--- src/spc_pkg.sv ---
// package of constants and carrier types for the system pin control block
`default_nettype none
package spc_pkg;
   localparam int          ADDR_W           = 4;
   localparam int          DATA_W           = 16;
   localparam logic [3:0]  ADDR_SYS_CTRL    = 4'h0;
   localparam logic [3:0]  ADDR_SYS_CTRL2   = 4'h1;
   localparam logic [3:0]  ADDR_IRQ_STATUS  = 4'h2;
   localparam logic [3:0]  ADDR_IRQ_MASK    = 4'h3;
   localparam logic [3:0]  ADDR_GPIO_DIR    = 4'h4;
   localparam logic [3:0]  ADDR_GPIO_OUT    = 4'h5;
   localparam logic [3:0]  ADDR_GPIO_IN     = 4'h6;
   localparam logic [3:0]  ADDR_CTRL        = 4'h7;
   localparam int          CLK_OUT_SEL_BIT  = 14;
   localparam int          BOOT_EN_BIT      = 3;
   localparam int          FLAG_BIT         = 0;
   localparam int          WD_OVF_BIT       = 15;
   // irq status / mask / ctrl bit positions
   localparam int          EV_FAULT_A       = 0;
   localparam int          EV_FAULT_B       = 1;
   localparam int          EV_USER_1        = 2;
   localparam int          EV_USER_2        = 3;
   localparam int          CTRL_POL1_BIT    = 0;
   localparam int          CTRL_POL2_BIT    = 1;
   localparam int          CTRL_SOC_EN_BIT  = 2;
   localparam int          CTRL_PIN_FN_BIT  = 3;
   localparam int          CTRL_CLK_FN_BIT  = 4;
   localparam logic [15:0] SYS_CTRL_RESET   = 16'h0000;
   localparam logic [15:0] CTRL_RESET       = 16'h0010;
   localparam logic [15:0] ZERO16           = 16'h0000;
   localparam int          RESET_PULSE_NS   = 640;
   localparam int          CLK_PERIOD_NS    = 5;
   localparam int          RESET_PULSE_CYC  = RESET_PULSE_NS / CLK_PERIOD_NS;
   localparam int          PC_W             = 16;

   typedef struct packed
   {
      logic              wr;
      logic              rd;
      logic [ADDR_W-1:0] addr;
      logic [DATA_W-1:0] wdata;
   } spc_bus_req_type;

   typedef struct packed
   {
      logic o;
      logic oe;
   } spc_pin_drv_type;

   typedef enum logic [1:0]
   {
      SPC_HELD    = 2'b00,
      SPC_RUN     = 2'b01,
      SPC_WD_PULSE = 2'b11
   } spc_state_type;
endpackage
`default_nettype wire

--- src/spc_top.sv ---
// system pin control: reset, drive faults, user interrupts, clock-out, boot strap
`timescale 1ns/1ps
`default_nettype none
module spc_top #(
   parameter bit HAS_BOOT_ROM = 1'b1,
   parameter int N_PWM        = 8
)(
   input  wire logic                  core_clk,
   input  wire logic                  srst,
   input  wire spc_pkg::spc_bus_req_type bus_req,
   output var  logic [15:0]           bus_rdata,
   input  wire logic                  device_reset_n_in,
   output var  logic                  device_reset_n_out,
   output var  logic                  device_reset_n_oe,
   input  wire logic                  watchdog_overflow,
   input  wire logic                  watchdog_clock,
   input  wire logic                  drive_fault_in_a,
   input  wire logic                  drive_fault_in_b,
   input  wire logic [N_PWM-1:0]      pwm_a_in,
   input  wire logic [N_PWM-1:0]      pwm_b_in,
   output var  logic [N_PWM-1:0]      pwm_a_out,
   output var  logic [N_PWM-1:0]      pwm_a_oe,
   output var  logic [N_PWM-1:0]      pwm_b_out,
   output var  logic [N_PWM-1:0]      pwm_b_oe,
   input  wire logic                  io_port_a_bit2_in,
   output var  logic                  io_port_a_bit2_out,
   output var  logic                  io_port_a_bit2_oe,
   input  wire logic                  io_port_d_bit0_in,
   output var  logic                  io_port_d_bit0_out,
   output var  logic                  io_port_d_bit0_oe,
   input  wire logic                  io_port_e_bit0_in,
   output var  logic                  io_port_e_bit0_out,
   output var  logic                  io_port_e_bit0_oe,
   input  wire logic                  boot_en_in,
   output var  logic                  external_flag_out,
   output var  logic                  external_flag_oe,
   output var  logic                  cpu_run,
   output var  logic [15:0]           program_counter,
   output var  logic                  adc_conv_trigger_in,
   output var  logic                  irq_out
);
   import spc_pkg::*;

   // ----------------------------------------
   // input synchronisers
   // ----------------------------------------
   localparam int NS = 8;
   logic [NS-1:0] sync1_reg;
   logic [NS-1:0] sync2_reg;
   logic [NS-1:0] prev_reg;
   logic [NS-1:0] raw_in;
   assign raw_in = {device_reset_n_in, watchdog_clock, boot_en_in, io_port_e_bit0_in,
                    io_port_d_bit0_in, io_port_a_bit2_in, drive_fault_in_b, drive_fault_in_a};

   // synchronise external inputs
   // the reset pin bit syncs to low, so the block stays held until the pin is seen high
   genvar gi;
   generate
      for (gi = 0; gi < NS; gi++)
      begin : g_sync
         always_ff @(posedge core_clk)
         begin
            if (srst)
            begin
               sync1_reg[gi] <= (gi != NS - 1);
               sync2_reg[gi] <= (gi != NS - 1);
               prev_reg[gi]  <= (gi != NS - 1);
            end
            else
            begin
               sync1_reg[gi] <= raw_in[gi];
               sync2_reg[gi] <= sync1_reg[gi];
               prev_reg[gi]  <= sync2_reg[gi];
            end
         end
      end
   endgenerate

   logic watchdog_clock_s;
   logic boot_s;
   logic rst_s;
   logic [NS-1:0] fall;
   logic [NS-1:0] rise;
   assign rst_s     = sync2_reg[7];
   assign boot_s    = sync2_reg[5];
   assign watchdog_clock_s   = sync2_reg[6];
   assign fall      = prev_reg & ~sync2_reg;
   assign rise      = ~prev_reg & sync2_reg;

   // ----------------------------------------
   // reset sequencing and registers
   // ----------------------------------------
   spc_state_type state_reg, state_next;
   logic [7:0]  pulse_cnt_reg, pulse_cnt_next;
   logic [15:0] pc_reg, pc_next;
   logic [15:0] sys_ctrl_reg, sys_ctrl_next;
   logic        boot_reg, boot_next;
   logic        flag_reg, flag_next;
   logic [3:0]  stat_reg, stat_next;
   logic [3:0]  mask_reg, mask_next;
   logic [2:0]  dir_reg, dir_next;
   logic [2:0]  gout_reg, gout_next;
   logic [15:0] ctrl_reg, ctrl_next;
   logic [15:0] rdata_next;
   logic        held;
   logic [3:0]  events;
   logic        wr_on;
   logic        rd_on;

   assign held  = (state_reg != SPC_RUN);
   assign wr_on = bus_req.wr && !held;
   assign rd_on = bus_req.rd && !held;

   assign events[EV_FAULT_A] = fall[0];
   assign events[EV_FAULT_B] = fall[1];
   assign events[EV_USER_1]  = ctrl_reg[CTRL_POL1_BIT] ? rise[2] : fall[2];
   assign events[EV_USER_2]  = ctrl_reg[CTRL_POL2_BIT] ? rise[3] : fall[3];

   always_comb
   begin
      state_next     = state_reg;
      pulse_cnt_next = pulse_cnt_reg;
      pc_next        = pc_reg;
      sys_ctrl_next  = sys_ctrl_reg;
      boot_next      = boot_reg;
      flag_next      = flag_reg;
      stat_next      = stat_reg;
      mask_next      = mask_reg;
      dir_next       = dir_reg;
      gout_next      = gout_reg;
      ctrl_next      = ctrl_reg;
      rdata_next     = ZERO16;
      case (state_reg)
         SPC_HELD:
         begin
            if (rst_s)
               state_next = SPC_RUN;
         end
         SPC_RUN:
         begin
            pc_next = pc_reg + 16'h0001;
            if (watchdog_overflow)
            begin
               state_next     = SPC_WD_PULSE;
               pulse_cnt_next = 8'(RESET_PULSE_CYC - 1);
            end
            else if (!rst_s)
               state_next = SPC_HELD;
         end
         SPC_WD_PULSE:
         begin
            if (pulse_cnt_reg == 8'h00)
               state_next = SPC_HELD;
            else
               pulse_cnt_next = pulse_cnt_reg - 8'h01;
         end
         default:
            state_next = SPC_HELD;
      endcase

      if (wr_on)
      begin
         case (bus_req.addr)
            ADDR_SYS_CTRL:   sys_ctrl_next = bus_req.wdata;
            ADDR_SYS_CTRL2:  flag_next = bus_req.wdata[FLAG_BIT];
            ADDR_IRQ_MASK:   mask_next = bus_req.wdata[3:0];
            ADDR_GPIO_DIR:   dir_next  = bus_req.wdata[2:0];
            ADDR_GPIO_OUT:   gout_next = bus_req.wdata[2:0];
            ADDR_CTRL:       ctrl_next = bus_req.wdata;
            default:         ;
         endcase
      end
      if (rd_on)
      begin
         case (bus_req.addr)
            ADDR_SYS_CTRL:   rdata_next = sys_ctrl_reg;
            ADDR_SYS_CTRL2:  rdata_next = {12'h000, boot_reg, 2'b00, flag_reg};
            ADDR_IRQ_STATUS: rdata_next = {12'h000, stat_reg};
            ADDR_IRQ_MASK:   rdata_next = {12'h000, mask_reg};
            ADDR_GPIO_DIR:   rdata_next = {13'h0000, dir_reg};
            ADDR_GPIO_OUT:   rdata_next = {13'h0000, gout_reg};
            ADDR_GPIO_IN:    rdata_next = {13'h0000, sync2_reg[4:2]};
            ADDR_CTRL:       rdata_next = ctrl_reg;
            default:         rdata_next = ZERO16;
         endcase
         // read of status clears it
         if (bus_req.addr == ADDR_IRQ_STATUS)
            stat_next = 4'h0;
      end
      // pending flags, set wins over clear
      stat_next = stat_next | events;

      // held state stops and zeroes pc
      if (held)
      begin
         pc_next   = ZERO16;
         sys_ctrl_next = SYS_CTRL_RESET;
         flag_next = 1'b0;
         stat_next = 4'h0;
         mask_next = 4'h0;
         // GPIO pins come up as inputs
         dir_next  = 3'b000;
         gout_next = 3'b000;
         ctrl_next = CTRL_RESET;
         // no boot ROM, no strap mode
         boot_next = HAS_BOOT_ROM ? boot_s : 1'b0;
      end
   end

   always_ff @(posedge core_clk)
   begin
      if (srst)
      begin
         state_reg     <= SPC_HELD;
         pulse_cnt_reg <= 8'h00;
         pc_reg        <= ZERO16;
         sys_ctrl_reg  <= SYS_CTRL_RESET;
         boot_reg      <= 1'b0;
         flag_reg      <= 1'b0;
         stat_reg      <= 4'h0;
         mask_reg      <= 4'h0;
         dir_reg       <= 3'b000;
         gout_reg      <= 3'b000;
         ctrl_reg      <= CTRL_RESET;
         bus_rdata     <= ZERO16;
      end
      else
      begin
         state_reg     <= state_next;
         pulse_cnt_reg <= pulse_cnt_next;
         pc_reg        <= pc_next;
         sys_ctrl_reg  <= sys_ctrl_next;
         boot_reg      <= boot_next;
         flag_reg      <= flag_next;
         stat_reg      <= stat_next;
         mask_reg      <= mask_next;
         dir_reg       <= dir_next;
         gout_reg      <= gout_next;
         ctrl_reg      <= ctrl_next;
         bus_rdata     <= rdata_next;
      end
   end

   // ----------------------------------------
   // pin drivers, all registered
   // ----------------------------------------
   always_ff @(posedge core_clk)
   begin
      if (srst)
      begin
         device_reset_n_out  <= 1'b0;
         device_reset_n_oe   <= 1'b0;
         pwm_a_out           <= '0;
         pwm_a_oe            <= '0;
         pwm_b_out           <= '0;
         pwm_b_oe            <= '0;
         io_port_a_bit2_out  <= 1'b0;
         io_port_a_bit2_oe   <= 1'b0;
         io_port_d_bit0_out  <= 1'b0;
         io_port_d_bit0_oe   <= 1'b0;
         io_port_e_bit0_out  <= 1'b0;
         io_port_e_bit0_oe   <= 1'b0;
         external_flag_out   <= 1'b0;
         external_flag_oe    <= 1'b0;
         cpu_run             <= 1'b0;
         program_counter     <= ZERO16;
         adc_conv_trigger_in <= 1'b0;
         irq_out             <= 1'b0;
      end
      else
      begin
         device_reset_n_out  <= 1'b0;
         device_reset_n_oe   <= (state_next == SPC_WD_PULSE);
         pwm_a_out           <= pwm_a_in;
         pwm_a_oe            <= {N_PWM{!held && !stat_next[EV_FAULT_A]}};
         pwm_b_out           <= pwm_b_in;
         pwm_b_oe            <= {N_PWM{!held && !stat_next[EV_FAULT_B]}};
         io_port_a_bit2_out  <= gout_next[0];
         io_port_a_bit2_oe   <= dir_next[0] && !ctrl_next[CTRL_PIN_FN_BIT];
         io_port_d_bit0_out  <= gout_next[1];
         io_port_d_bit0_oe   <= dir_next[1] && !ctrl_next[CTRL_PIN_FN_BIT];
         io_port_e_bit0_out  <= ctrl_next[CTRL_CLK_FN_BIT]
                                ? (sys_ctrl_reg[CLK_OUT_SEL_BIT] ? watchdog_clock_s : ~io_port_e_bit0_out)
                                : gout_next[2];
         io_port_e_bit0_oe   <= ctrl_next[CTRL_CLK_FN_BIT] ? !held : dir_next[2];
         external_flag_out   <= flag_next;
         external_flag_oe    <= !held;
         cpu_run             <= (state_next == SPC_RUN);
         program_counter     <= pc_next;
         adc_conv_trigger_in <= events[EV_USER_2] && ctrl_reg[CTRL_SOC_EN_BIT] && !held;
         irq_out             <= |(stat_next & mask_next);
      end
   end

   // ----------------------------------------
   // assertions
   // ----------------------------------------
   a_pc_zero_held: assert property (@(posedge core_clk) disable iff (srst)
      held |=> program_counter == ZERO16) else $error("pc not zero while held");
   a_start_at_zero: assert property (@(posedge core_clk) disable iff (srst)
      state_reg == SPC_HELD && rst_s |=> pc_reg == ZERO16 ##1 pc_reg == 16'h0001)
      else $error("execution did not start at zero");
   a_regs_cleared: assert property (@(posedge core_clk) disable iff (srst)
      held |=> mask_reg == 4'h0 && stat_reg == 4'h0) else $error("regs not cleared in reset");
   a_wd_pulse_out: assert property (@(posedge core_clk) disable iff (srst)
      state_reg == SPC_RUN && watchdog_overflow |=> device_reset_n_oe [*8])
      else $error("watchdog reset pulse missing");
   a_fault_a_off: assert property (@(posedge core_clk) disable iff (srst)
      fall[0] |=> pwm_a_oe == '0) else $error("group A not tri-stated");
   a_fault_b_off: assert property (@(posedge core_clk) disable iff (srst)
      fall[1] |=> pwm_b_oe == '0) else $error("group B not tri-stated");
   a_fault_fall_only: assert property (@(posedge core_clk) disable iff (srst)
      rise[0] && !held && $past(stat_reg[0]) == 1'b0 && !stat_reg[0] |=> !stat_reg[0])
      else $error("fault flagged on rising edge");
   a_gpio_input: assert property (@(posedge core_clk) disable iff (srst)
      held |=> !io_port_a_bit2_oe && !io_port_d_bit0_oe) else $error("gpio driven during reset");
   a_boot_sample: assert property (@(posedge core_clk) disable iff (srst)
      held && HAS_BOOT_ROM |=> boot_reg == $past(boot_s)) else $error("boot strap not sampled");
   c_wd_reset: cover property (@(posedge core_clk) state_reg == SPC_WD_PULSE);
   c_fault_a: cover property (@(posedge core_clk) fall[0] && !held);
   c_user2_soc: cover property (@(posedge core_clk) adc_conv_trigger_in);
   c_irq: cover property (@(posedge core_clk) irq_out);
endmodule
`default_nettype wire

--- config.mk ---
export PLATFORM = sky130hd
export DESIGN_NAME = spc_top
export DESIGN_NICKNAME = d
export VERILOG_FILES = /design/src/spc_pkg.sv /design/src/spc_top.sv
export SDC_FILE = /design/constraint.sdc
export NUM_CORES = 1
export LEC_CHECK = 0
export BUFFER_PORTS_ARGS = -buffer_cell sky130_fd_sc_hd__clkbuf_2
export CORE_ASPECT_RATIO = 1.25
export CORE_MARGIN = 2
export CORE_UTILIZATION = 50
export CTS_BUF_LIST = sky130_fd_sc_hd__clkbuf_8
export CTS_CLUSTER_DIAMETER = 120
export DETAILED_ROUTE_END_ITERATION = 10
export PLACE_DENSITY = 0.79
export SYNTH_ARGS = -nofsm -noshare
export SYNTH_HDL_FRONTEND = slang
export SYNTH_SLANG_ARGS = --single-unit
--- constraint.sdc ---
create_clock -name core_clk -period 2.1 [get_ports core_clk]
set_input_delay 0.21 -clock core_clk [delete_from_list [all_inputs] [get_ports core_clk]]
set_output_delay 0.21 -clock core_clk [all_outputs]
set_load 0.02 [all_outputs]
=== Word-level counts from Yosys, hierarchy flattened ===
Cells that the tools add are included.

* Div/mod/pow operators: 0
* Multiplexer cells: 29
* Magnitude comparators: 0
* Shift-type cells: 0
* Equal/unequal tests: 14
* Reductions and logical operators: 23
* Add/subtract/negate cells: 2
* Multiply operators: 0
* Bitwise gates (word level): 8

{| class="wikitable"
|+ Operators by type and width
! kind !! count
|-
| 16-bit case mux with 8 select lines || 1
|-
| 4-bit two-way mux || 6
|-
| 3-bit two-way mux || 6
|-
| 16-bit by 1-bit adder with 16-bit output, second input constant || 1
|-
| 4-bit by 3-bit equality test with 1-bit output, second input constant || 4
|-
| 8-bit two-way mux || 2
|-
| 8-bit case mux with 2 select lines || 1
|-
| 5-bit two-way mux || 3
|-
| 4-bit AND || 3
|-
| 4-bit by 2-bit equality test with 1-bit output, second input constant || 2
|-
| 1-bit logical AND || 8
|-
| 8-bit zero test || 1
|-
| 2-bit two-way mux || 4
|-
| 4-bit NOT || 2
|-
| 8-bit by 1-bit subtractor with 8-bit output, second input constant || 1
|-
| 2-bit case mux with 3 select lines || 1
|-
| 2-bit AND reduction || 3
|-
| 1-bit two-way mux || 5
|-
| 2-bit by 1-bit equality test with 1-bit output, second input constant || 2
|-
| 2-bit equality test, second input constant || 2
|-
| 4-bit by 1-bit equality test with 1-bit output, second input constant || 1
|-
| 1-bit zero test || 4
|-
| 4-bit zero test || 1
|-
| 2-bit inequality test, second input constant || 2
|-
| other kinds (8) || 10
|}

* Word-level logic and storage cells: 124
* Bits in read-only memories: 0
* Memories: 0
* Bits in writable memories: 0
* Latch bits: 0
* Flip-flop bits (word level): 139
* Bits of input ports: 49

=== Longest topological paths before layout ===
* Depth after elaboration: 8
* Depth in mapped cells: 8
* Mapped depth without buffers: 7

=== Worst setup path after synthesis ===
No wires, ideal clock.

* Path kind: flip-flop to flip-flop
* From: reg pulse_cnt_reg[0]
* To: reg pulse_cnt_reg[7]
* Stages on the path, launching flop included: 8
* Arrival time: 1723 ps
* Path slack: 291 ps
* Required time: 2014 ps
* Buffers on the path: 0
* Path through: dfxtp_1 -> inv_1 -> ha_1 -> nor3b_1 -> a31oi_2 -> nand3_2 -> or4_1 -> a211oi_1

* Longest elaborated chain between the ends: 3
* Elaborated cells between the ends (all ways): 6
* Classes of those cells: add/sub: 1; eq/ne: 1; mux: 2; reduce/logical: 2

{| class="wikitable"
|+ Ends and longest elaborated chain
! element !! RTL line !! text
|-
| from (decl) || spc_top.sv:94 || <nowiki>logic [7:0] pulse_cnt_reg, pulse_cnt_next;</nowiki>
|-
| from (signal assigned) || spc_top.sv:230 || <nowiki>pulse_cnt_reg <= pulse_cnt_next;</nowiki>
|-
| 8-bit by 1-bit subtractor with 8-bit output / 8-bit zero test (equally long branches) || spc_top.sv:155, spc_top.sv:152 ||
|-
| 8-bit two-way mux / 2-bit inequality test (equally long branches) || -- ||
|-
| 8-bit case mux with 2 select lines / 3-bit AND reduction (equally long branches) || -- ||
|}

Parallel ways exist; a longest one is shown, timed or not. The select of a mux whose other input is x is not followed.
A chain may end at the register's enable or synchronous reset.

=== Worst setup path in the final report ===
Same ends and word-level chain as after synthesis.

==> tab_implementation.tex <==
\begin{tabular}{lr}
\hline
Metric & Value \\
\hline
\multicolumn{2}{l}{\textbf{Clocking}} \\
\quad Clk root buf & sky130\_fd\_sc\_hd\_\_clkbuf\_8 \\
\quad Clk buf depth & 2 \\
\quad Number of cells upsized or downsized after cts & 0 \\
\quad CTS H-tree lvls & 4 \\
\quad Cts bufs inserted & 17 \\
\quad Clock-pin slew of the registers on the worst-case setup and hold paths & 0.07 ns \\
\quad Clock sink count & 137 \\
\quad Post-CTS Repair Setup Buffers & 0 \\
\quad Insertion delay of the later-clocked pin in the worst-skew pair & 0.43 ns \\
\quad TritonCTS clock tree & done \\
\multicolumn{2}{l}{\textbf{STA}} \\
\quad Setup repair after global routing missed its margin & no \\
\quad Final setup skew & 0.00727 ns \\
\quad Final critical path time including I/O delays and setup & 1.95 ns \\
\quad Max Freq & 0.512 GHz \\
\quad Minimum setup slack in the final design & 0.146 ns \\
\quad Setup-failing EPs final & 0 \\
\quad Max-slew violations & 0 \\
\quad Period utilisation layout & 93.0\% \\
\quad Setup\_tns & 0 ns \\
\quad Count of final hold-check violations & 0 \\
\multicolumn{2}{l}{\textbf{Detailed routing}} \\
\quad Number of remaining DRC errors & 0 \\
\quad Met2 layer wire length in the routed design & 6.02 mm \\
\quad Met1 WL & 4.60 mm \\
\quad DR WL/cell & 14.2 um \\
\quad Routed vias/inst & 5.15 \\
\quad Detail Route Antenna Nets & 0 \\
\quad Iteration-0 DRC count of the detailed router & 294 \\
\quad First drt pass iteration count & 5 \\
\quad Sum of met3 wire segment lengths after detailed routing & 723 um \\
\quad Routed WL & 11.7 mm \\
\quad Topmost layer with routed signal wires & met4 \\
\quad Via count & 4,235 \\
\multicolumn{2}{l}{\textbf{Logic synthesis}} \\
\quad Instance count of the mapped netlist & 539 \\
\quad Fraction of the yosys area taken by sequential cells & 54.4\% \\
\quad Yosys warns & 0 \\
\quad Post-synth top flop & sky130\_fd\_sc\_hd\_\_dfxtp\_1 \\
\quad Number of flops mapped to enable cells by yosys & 0 \\
\quad Unique cell type count in the Yosys netlist & 50 \\
\quad Number of flip-flops and latches in the synthesized netlist & 137 \\
\quad Synth Net Count & 591 \\
\quad Post-Synthesis Cell Area & 0.00504 mm2 \\
\quad Avg Cell Area, Syn & 9.36 um2 \\
\quad Proportion of synthesized flip-flops having asynchronous set or reset & 0\% \\
\multicolumn{2}{l}{\textbf{Place}} \\
\quad I/O Buffers & 124 \\
\quad Sum of net half-perimeters after detailed placement & 7.98 mm \\
\quad Last weighted congestion value of the routability-driven placer & 0.851 \\
\quad Worst setup timing slack at the placement stage & 0.113 ns \\
\multicolumn{2}{l}{\textbf{Worst setup path}} \\
\quad Worst endpoint data arrival time & 2.30 ns \\
\quad Startpoint of the most critical setup path & pulse\_cnt\_reg[0] \\
\quad Kind of critical path & reg2reg \\
\quad Worst setup path end & pulse\_cnt\_reg[7] \\
\quad Startpoint of the most critical register-to-register path & pulse\_cnt\_reg[0] \\
\quad Data required time at the worst endpoint & 2.45 ns \\
\quad Kind of start point of the critical path & register \\
\quad End of the worst register-to-register path & pulse\_cnt\_reg[7] \\
\quad Worst reg-to-reg path cell count & 7 \\
\quad R2R Setup Slk & 0.15 ns \\
\quad Setup crit end kind & register \\
\quad Maximum net fanout on the critical path & 5 \\
\multicolumn{2}{l}{\textbf{Power and ir drop}} \\
\quad Relative contribution of the clock network to total power & 40.7\% \\
\quad Leak pwr & 2.56 nW \\
\quad Peak VDD IR & 516 uV \\
\quad Switching Fraction & 23.2\% \\
\quad NetSw & 1.17 mW \\
\quad Cell Pwr Density & 789 mW/mm2 \\
\quad Sequential fraction of design power & 53.1\% \\
\quad Logic gate share of total power & 6.2\% \\
\quad Cell Int Power & 3.86 mW \\
\multicolumn{2}{l}{\textbf{GRT}} \\
\quad Number of antenna violations at the first check in global routing & 0 \\
\quad Grt ovf & 0 \\
\quad First-pass GRT wire length & 18.9 mm \\
\quad Pin count of the biggest net entering global routing & 64 \\
\quad All-Layer GR Usage & 21.9\% \\
\quad Vias in the first global route & 4,051 \\
\multicolumn{2}{l}{\textbf{Die}} \\
\quad Vertical die dimension & 116 um \\
\quad Standard-cell row count & 41 \\
\quad Count of pins on the block boundary & 126 \\
\quad Width of the chip & 93.8 um \\
\quad Die Footprint & 0.0109 mm2 \\
\quad Core box area & 0.00995 mm2 \\
\quad Starting density of the core & 50.7\% \\
\multicolumn{2}{l}{\textbf{Cells and area}} \\
\quad Count of nets after finishing & 733 \\
\quad Share of the core filled with cells in the final layout & 64.0\% \\
\quad Area overhead of the layout relative to synthesis & 26.3\% \\
\quad Share of final-layout standard cells stronger than drive strength 1 & 28.7\% \\
\quad \# diodes & 0 \\
\multicolumn{2}{l}{\textbf{Flow run}} \\
\quad Max Cap Viol & 0 \\
\multicolumn{2}{l}{\textbf{Outcome}} \\
\quad Outcome & finished clean \\
\multicolumn{2}{l}{\textbf{Worst hold path}} \\
\quad Hold/Removal Path Class & in2reg \\
\hline
\end{tabular}
power groups by stage:
stage | Combinational [mW] | Sequential [mW] | Clock, mW
after floorplan | 0.139 | 2.75 | 0
after global placement | 0.265 | 2.73 | 0
after detailed placement | 0.270 | 2.73 | 0
after CTS | 0.311 | 2.67 | 2.08
after global routing | 0.341 | 2.67 | 2.21
final | 0.313 | 2.67 | 2.04
stage by stage:
| step | hold WS (ns) | area [um2] | std cells | power, mW |
|---|---|---|---|---|
| final | 0.0176 | 6370 | 822 | 5.03 |
| after global routing | 0.00320 | 6370 | 822 | 5.22 |
| after CTS | 0.00182 | 6370 | 822 | 5.06 |
| after detailed placement | 0.394 | 5710 | 763 | 3.00 |
| after global placement | 0.393 | 5710 | 763 | 2.99 |
| after floorplan | 0.314 | 5040 | 539 | 2.89 |
layer usage:
layer  up-vias  global-route usage [%]
met3        36                    6.52
met5         -                       0
li1       2089                       -
met2       160                    37.8
met4         0                    9.95
met1      1950                    25.1
logic make-up after synthesis:
logic type               count (synthesis)  share of synthesized area [%]
AND/OR/NAND/NOR                        226                           22.2
flip-flops                             137                           54.4
AO/OA/AOI/OAI                           90                           10.6
buffers and inverters                   50                           5.14
multiplexers                            20                           4.79
XOR/XNOR                                12                           2.08
adder cells (fa/ha/maj)                  3                          0.744
other                                    1                         0.0744
synth_stat cells (4+ instances only):
cell type / n / area (um2)
sky130_fd_sc_hd__dfxtp_1: 137 / 2740
sky130_fd_sc_hd__nand2_1: 77 / 289
sky130_fd_sc_hd__a21oi_1: 50 / 250
sky130_fd_sc_hd__nor2_1: 48 / 180
sky130_fd_sc_hd__nor2b_1: 23 / 144
sky130_fd_sc_hd__or2_2: 18 / 113
sky130_fd_sc_hd__buf_4: 16 / 120
sky130_fd_sc_hd__a22oi_1: 14 / 105
sky130_fd_sc_hd__mux2i_1: 14 / 140
sky130_fd_sc_hd__nand3_1: 12 / 60.1
sky130_fd_sc_hd__clkbuf_1: 9 / 33.8
sky130_fd_sc_hd__nor3_1: 9 / 45.0
sky130_fd_sc_hd__buf_1: 8 / 30.0
sky130_fd_sc_hd__o21ai_0: 8 / 40.0
sky130_fd_sc_hd__buf_2: 7 / 35.0
sky130_fd_sc_hd__inv_1: 7 / 26.3
sky130_fd_sc_hd__or3_1: 6 / 37.5
sky130_fd_sc_hd__xnor2_1: 6 / 52.6
sky130_fd_sc_hd__xor2_1: 6 / 52.6
sky130_fd_sc_hd__and2_1: 5 / 31.3
sky130_fd_sc_hd__and3_1: 5 / 31.3
sky130_fd_sc_hd__a211oi_1: 4 / 30.0
critical path, cell delays in order, from the launching register on:
cell and delay, ns:
sky130_fd_sc_hd__dfxtp_1 0.38, sky130_fd_sc_hd__inv_1 0.08, sky130_fd_sc_hd__ha_1 0.19, sky130_fd_sc_hd__nor3b_1 0.15
sky130_fd_sc_hd__a31oi_2 0.25, sky130_fd_sc_hd__nand3_2 0.16, sky130_fd_sc_hd__or4_1 0.43, sky130_fd_sc_hd__a211oi_1 0.24
area by class of cell:
cell class | instances | area (um2)
fillers | 821 | 3580
multi-input cells | 352 | 2040
clock inverters | 13 | 133
clock buffers | 18 | 248
flip-flops and latches | 137 | 2740
well taps | 129 | 161
repair buffers | 165 | 1010
inverters | 8 | 30.0
what timing repair did:
item,in CTS,in global routing
endpoints found under the hold margin,30,0
hold buffers,28,0
setup endpoints to repair,0,1
worst min-delay path by stage:
stage / from / endpoint / slack (ns) / depth (start not counted)
after floorplan: drive_fault_in_a / sync1_reg[0] / 0.31 / 1
after global placement: sync1_reg[5] / boot_s / 0.39 / 1
after detailed placement: boot_en_in / sync1_reg[5] / 0.39 / 2
after CTS: bus_req[10] / ctrl_reg[10] / 0.002 / 3
after global routing: pwm_a_in[6] / pwm_a_out[6] / 0.003 / 2
final: bus_req[10] / ctrl_reg[10] / 0.02 / 3
cells in the final DEF, fill, tap and decap left out, types with 3 or more instances in the layout:
cell,count
sky130_fd_sc_hd__a211oi_1,4
sky130_fd_sc_hd__a21oi_1,50
sky130_fd_sc_hd__a22oi_1,14
sky130_fd_sc_hd__and2_1,5
sky130_fd_sc_hd__and3_1,5
sky130_fd_sc_hd__buf_4,12
sky130_fd_sc_hd__clkbuf_2,124
sky130_fd_sc_hd__clkbuf_8,18
sky130_fd_sc_hd__clkinv_2,3
sky130_fd_sc_hd__clkinv_4,4
sky130_fd_sc_hd__dfxtp_1,137
sky130_fd_sc_hd__dlygate4sd3_1,28
sky130_fd_sc_hd__ha_1,3
sky130_fd_sc_hd__inv_1,9
sky130_fd_sc_hd__mux2_2,3
sky130_fd_sc_hd__mux2i_1,14
sky130_fd_sc_hd__mux4_2,3
sky130_fd_sc_hd__nand2_1,77
sky130_fd_sc_hd__nand3_1,12
sky130_fd_sc_hd__nand3b_1,3
sky130_fd_sc_hd__nand4_1,3
sky130_fd_sc_hd__nor2_1,48
sky130_fd_sc_hd__nor2b_1,23
sky130_fd_sc_hd__nor3_1,9
sky130_fd_sc_hd__nor4_2,3
sky130_fd_sc_hd__o21ai_0,8
sky130_fd_sc_hd__or2_2,18
sky130_fd_sc_hd__or3_1,6
sky130_fd_sc_hd__xnor2_1,6
sky130_fd_sc_hd__xor2_1,6
No activity file was read; power rests on OpenSTA's default activity.
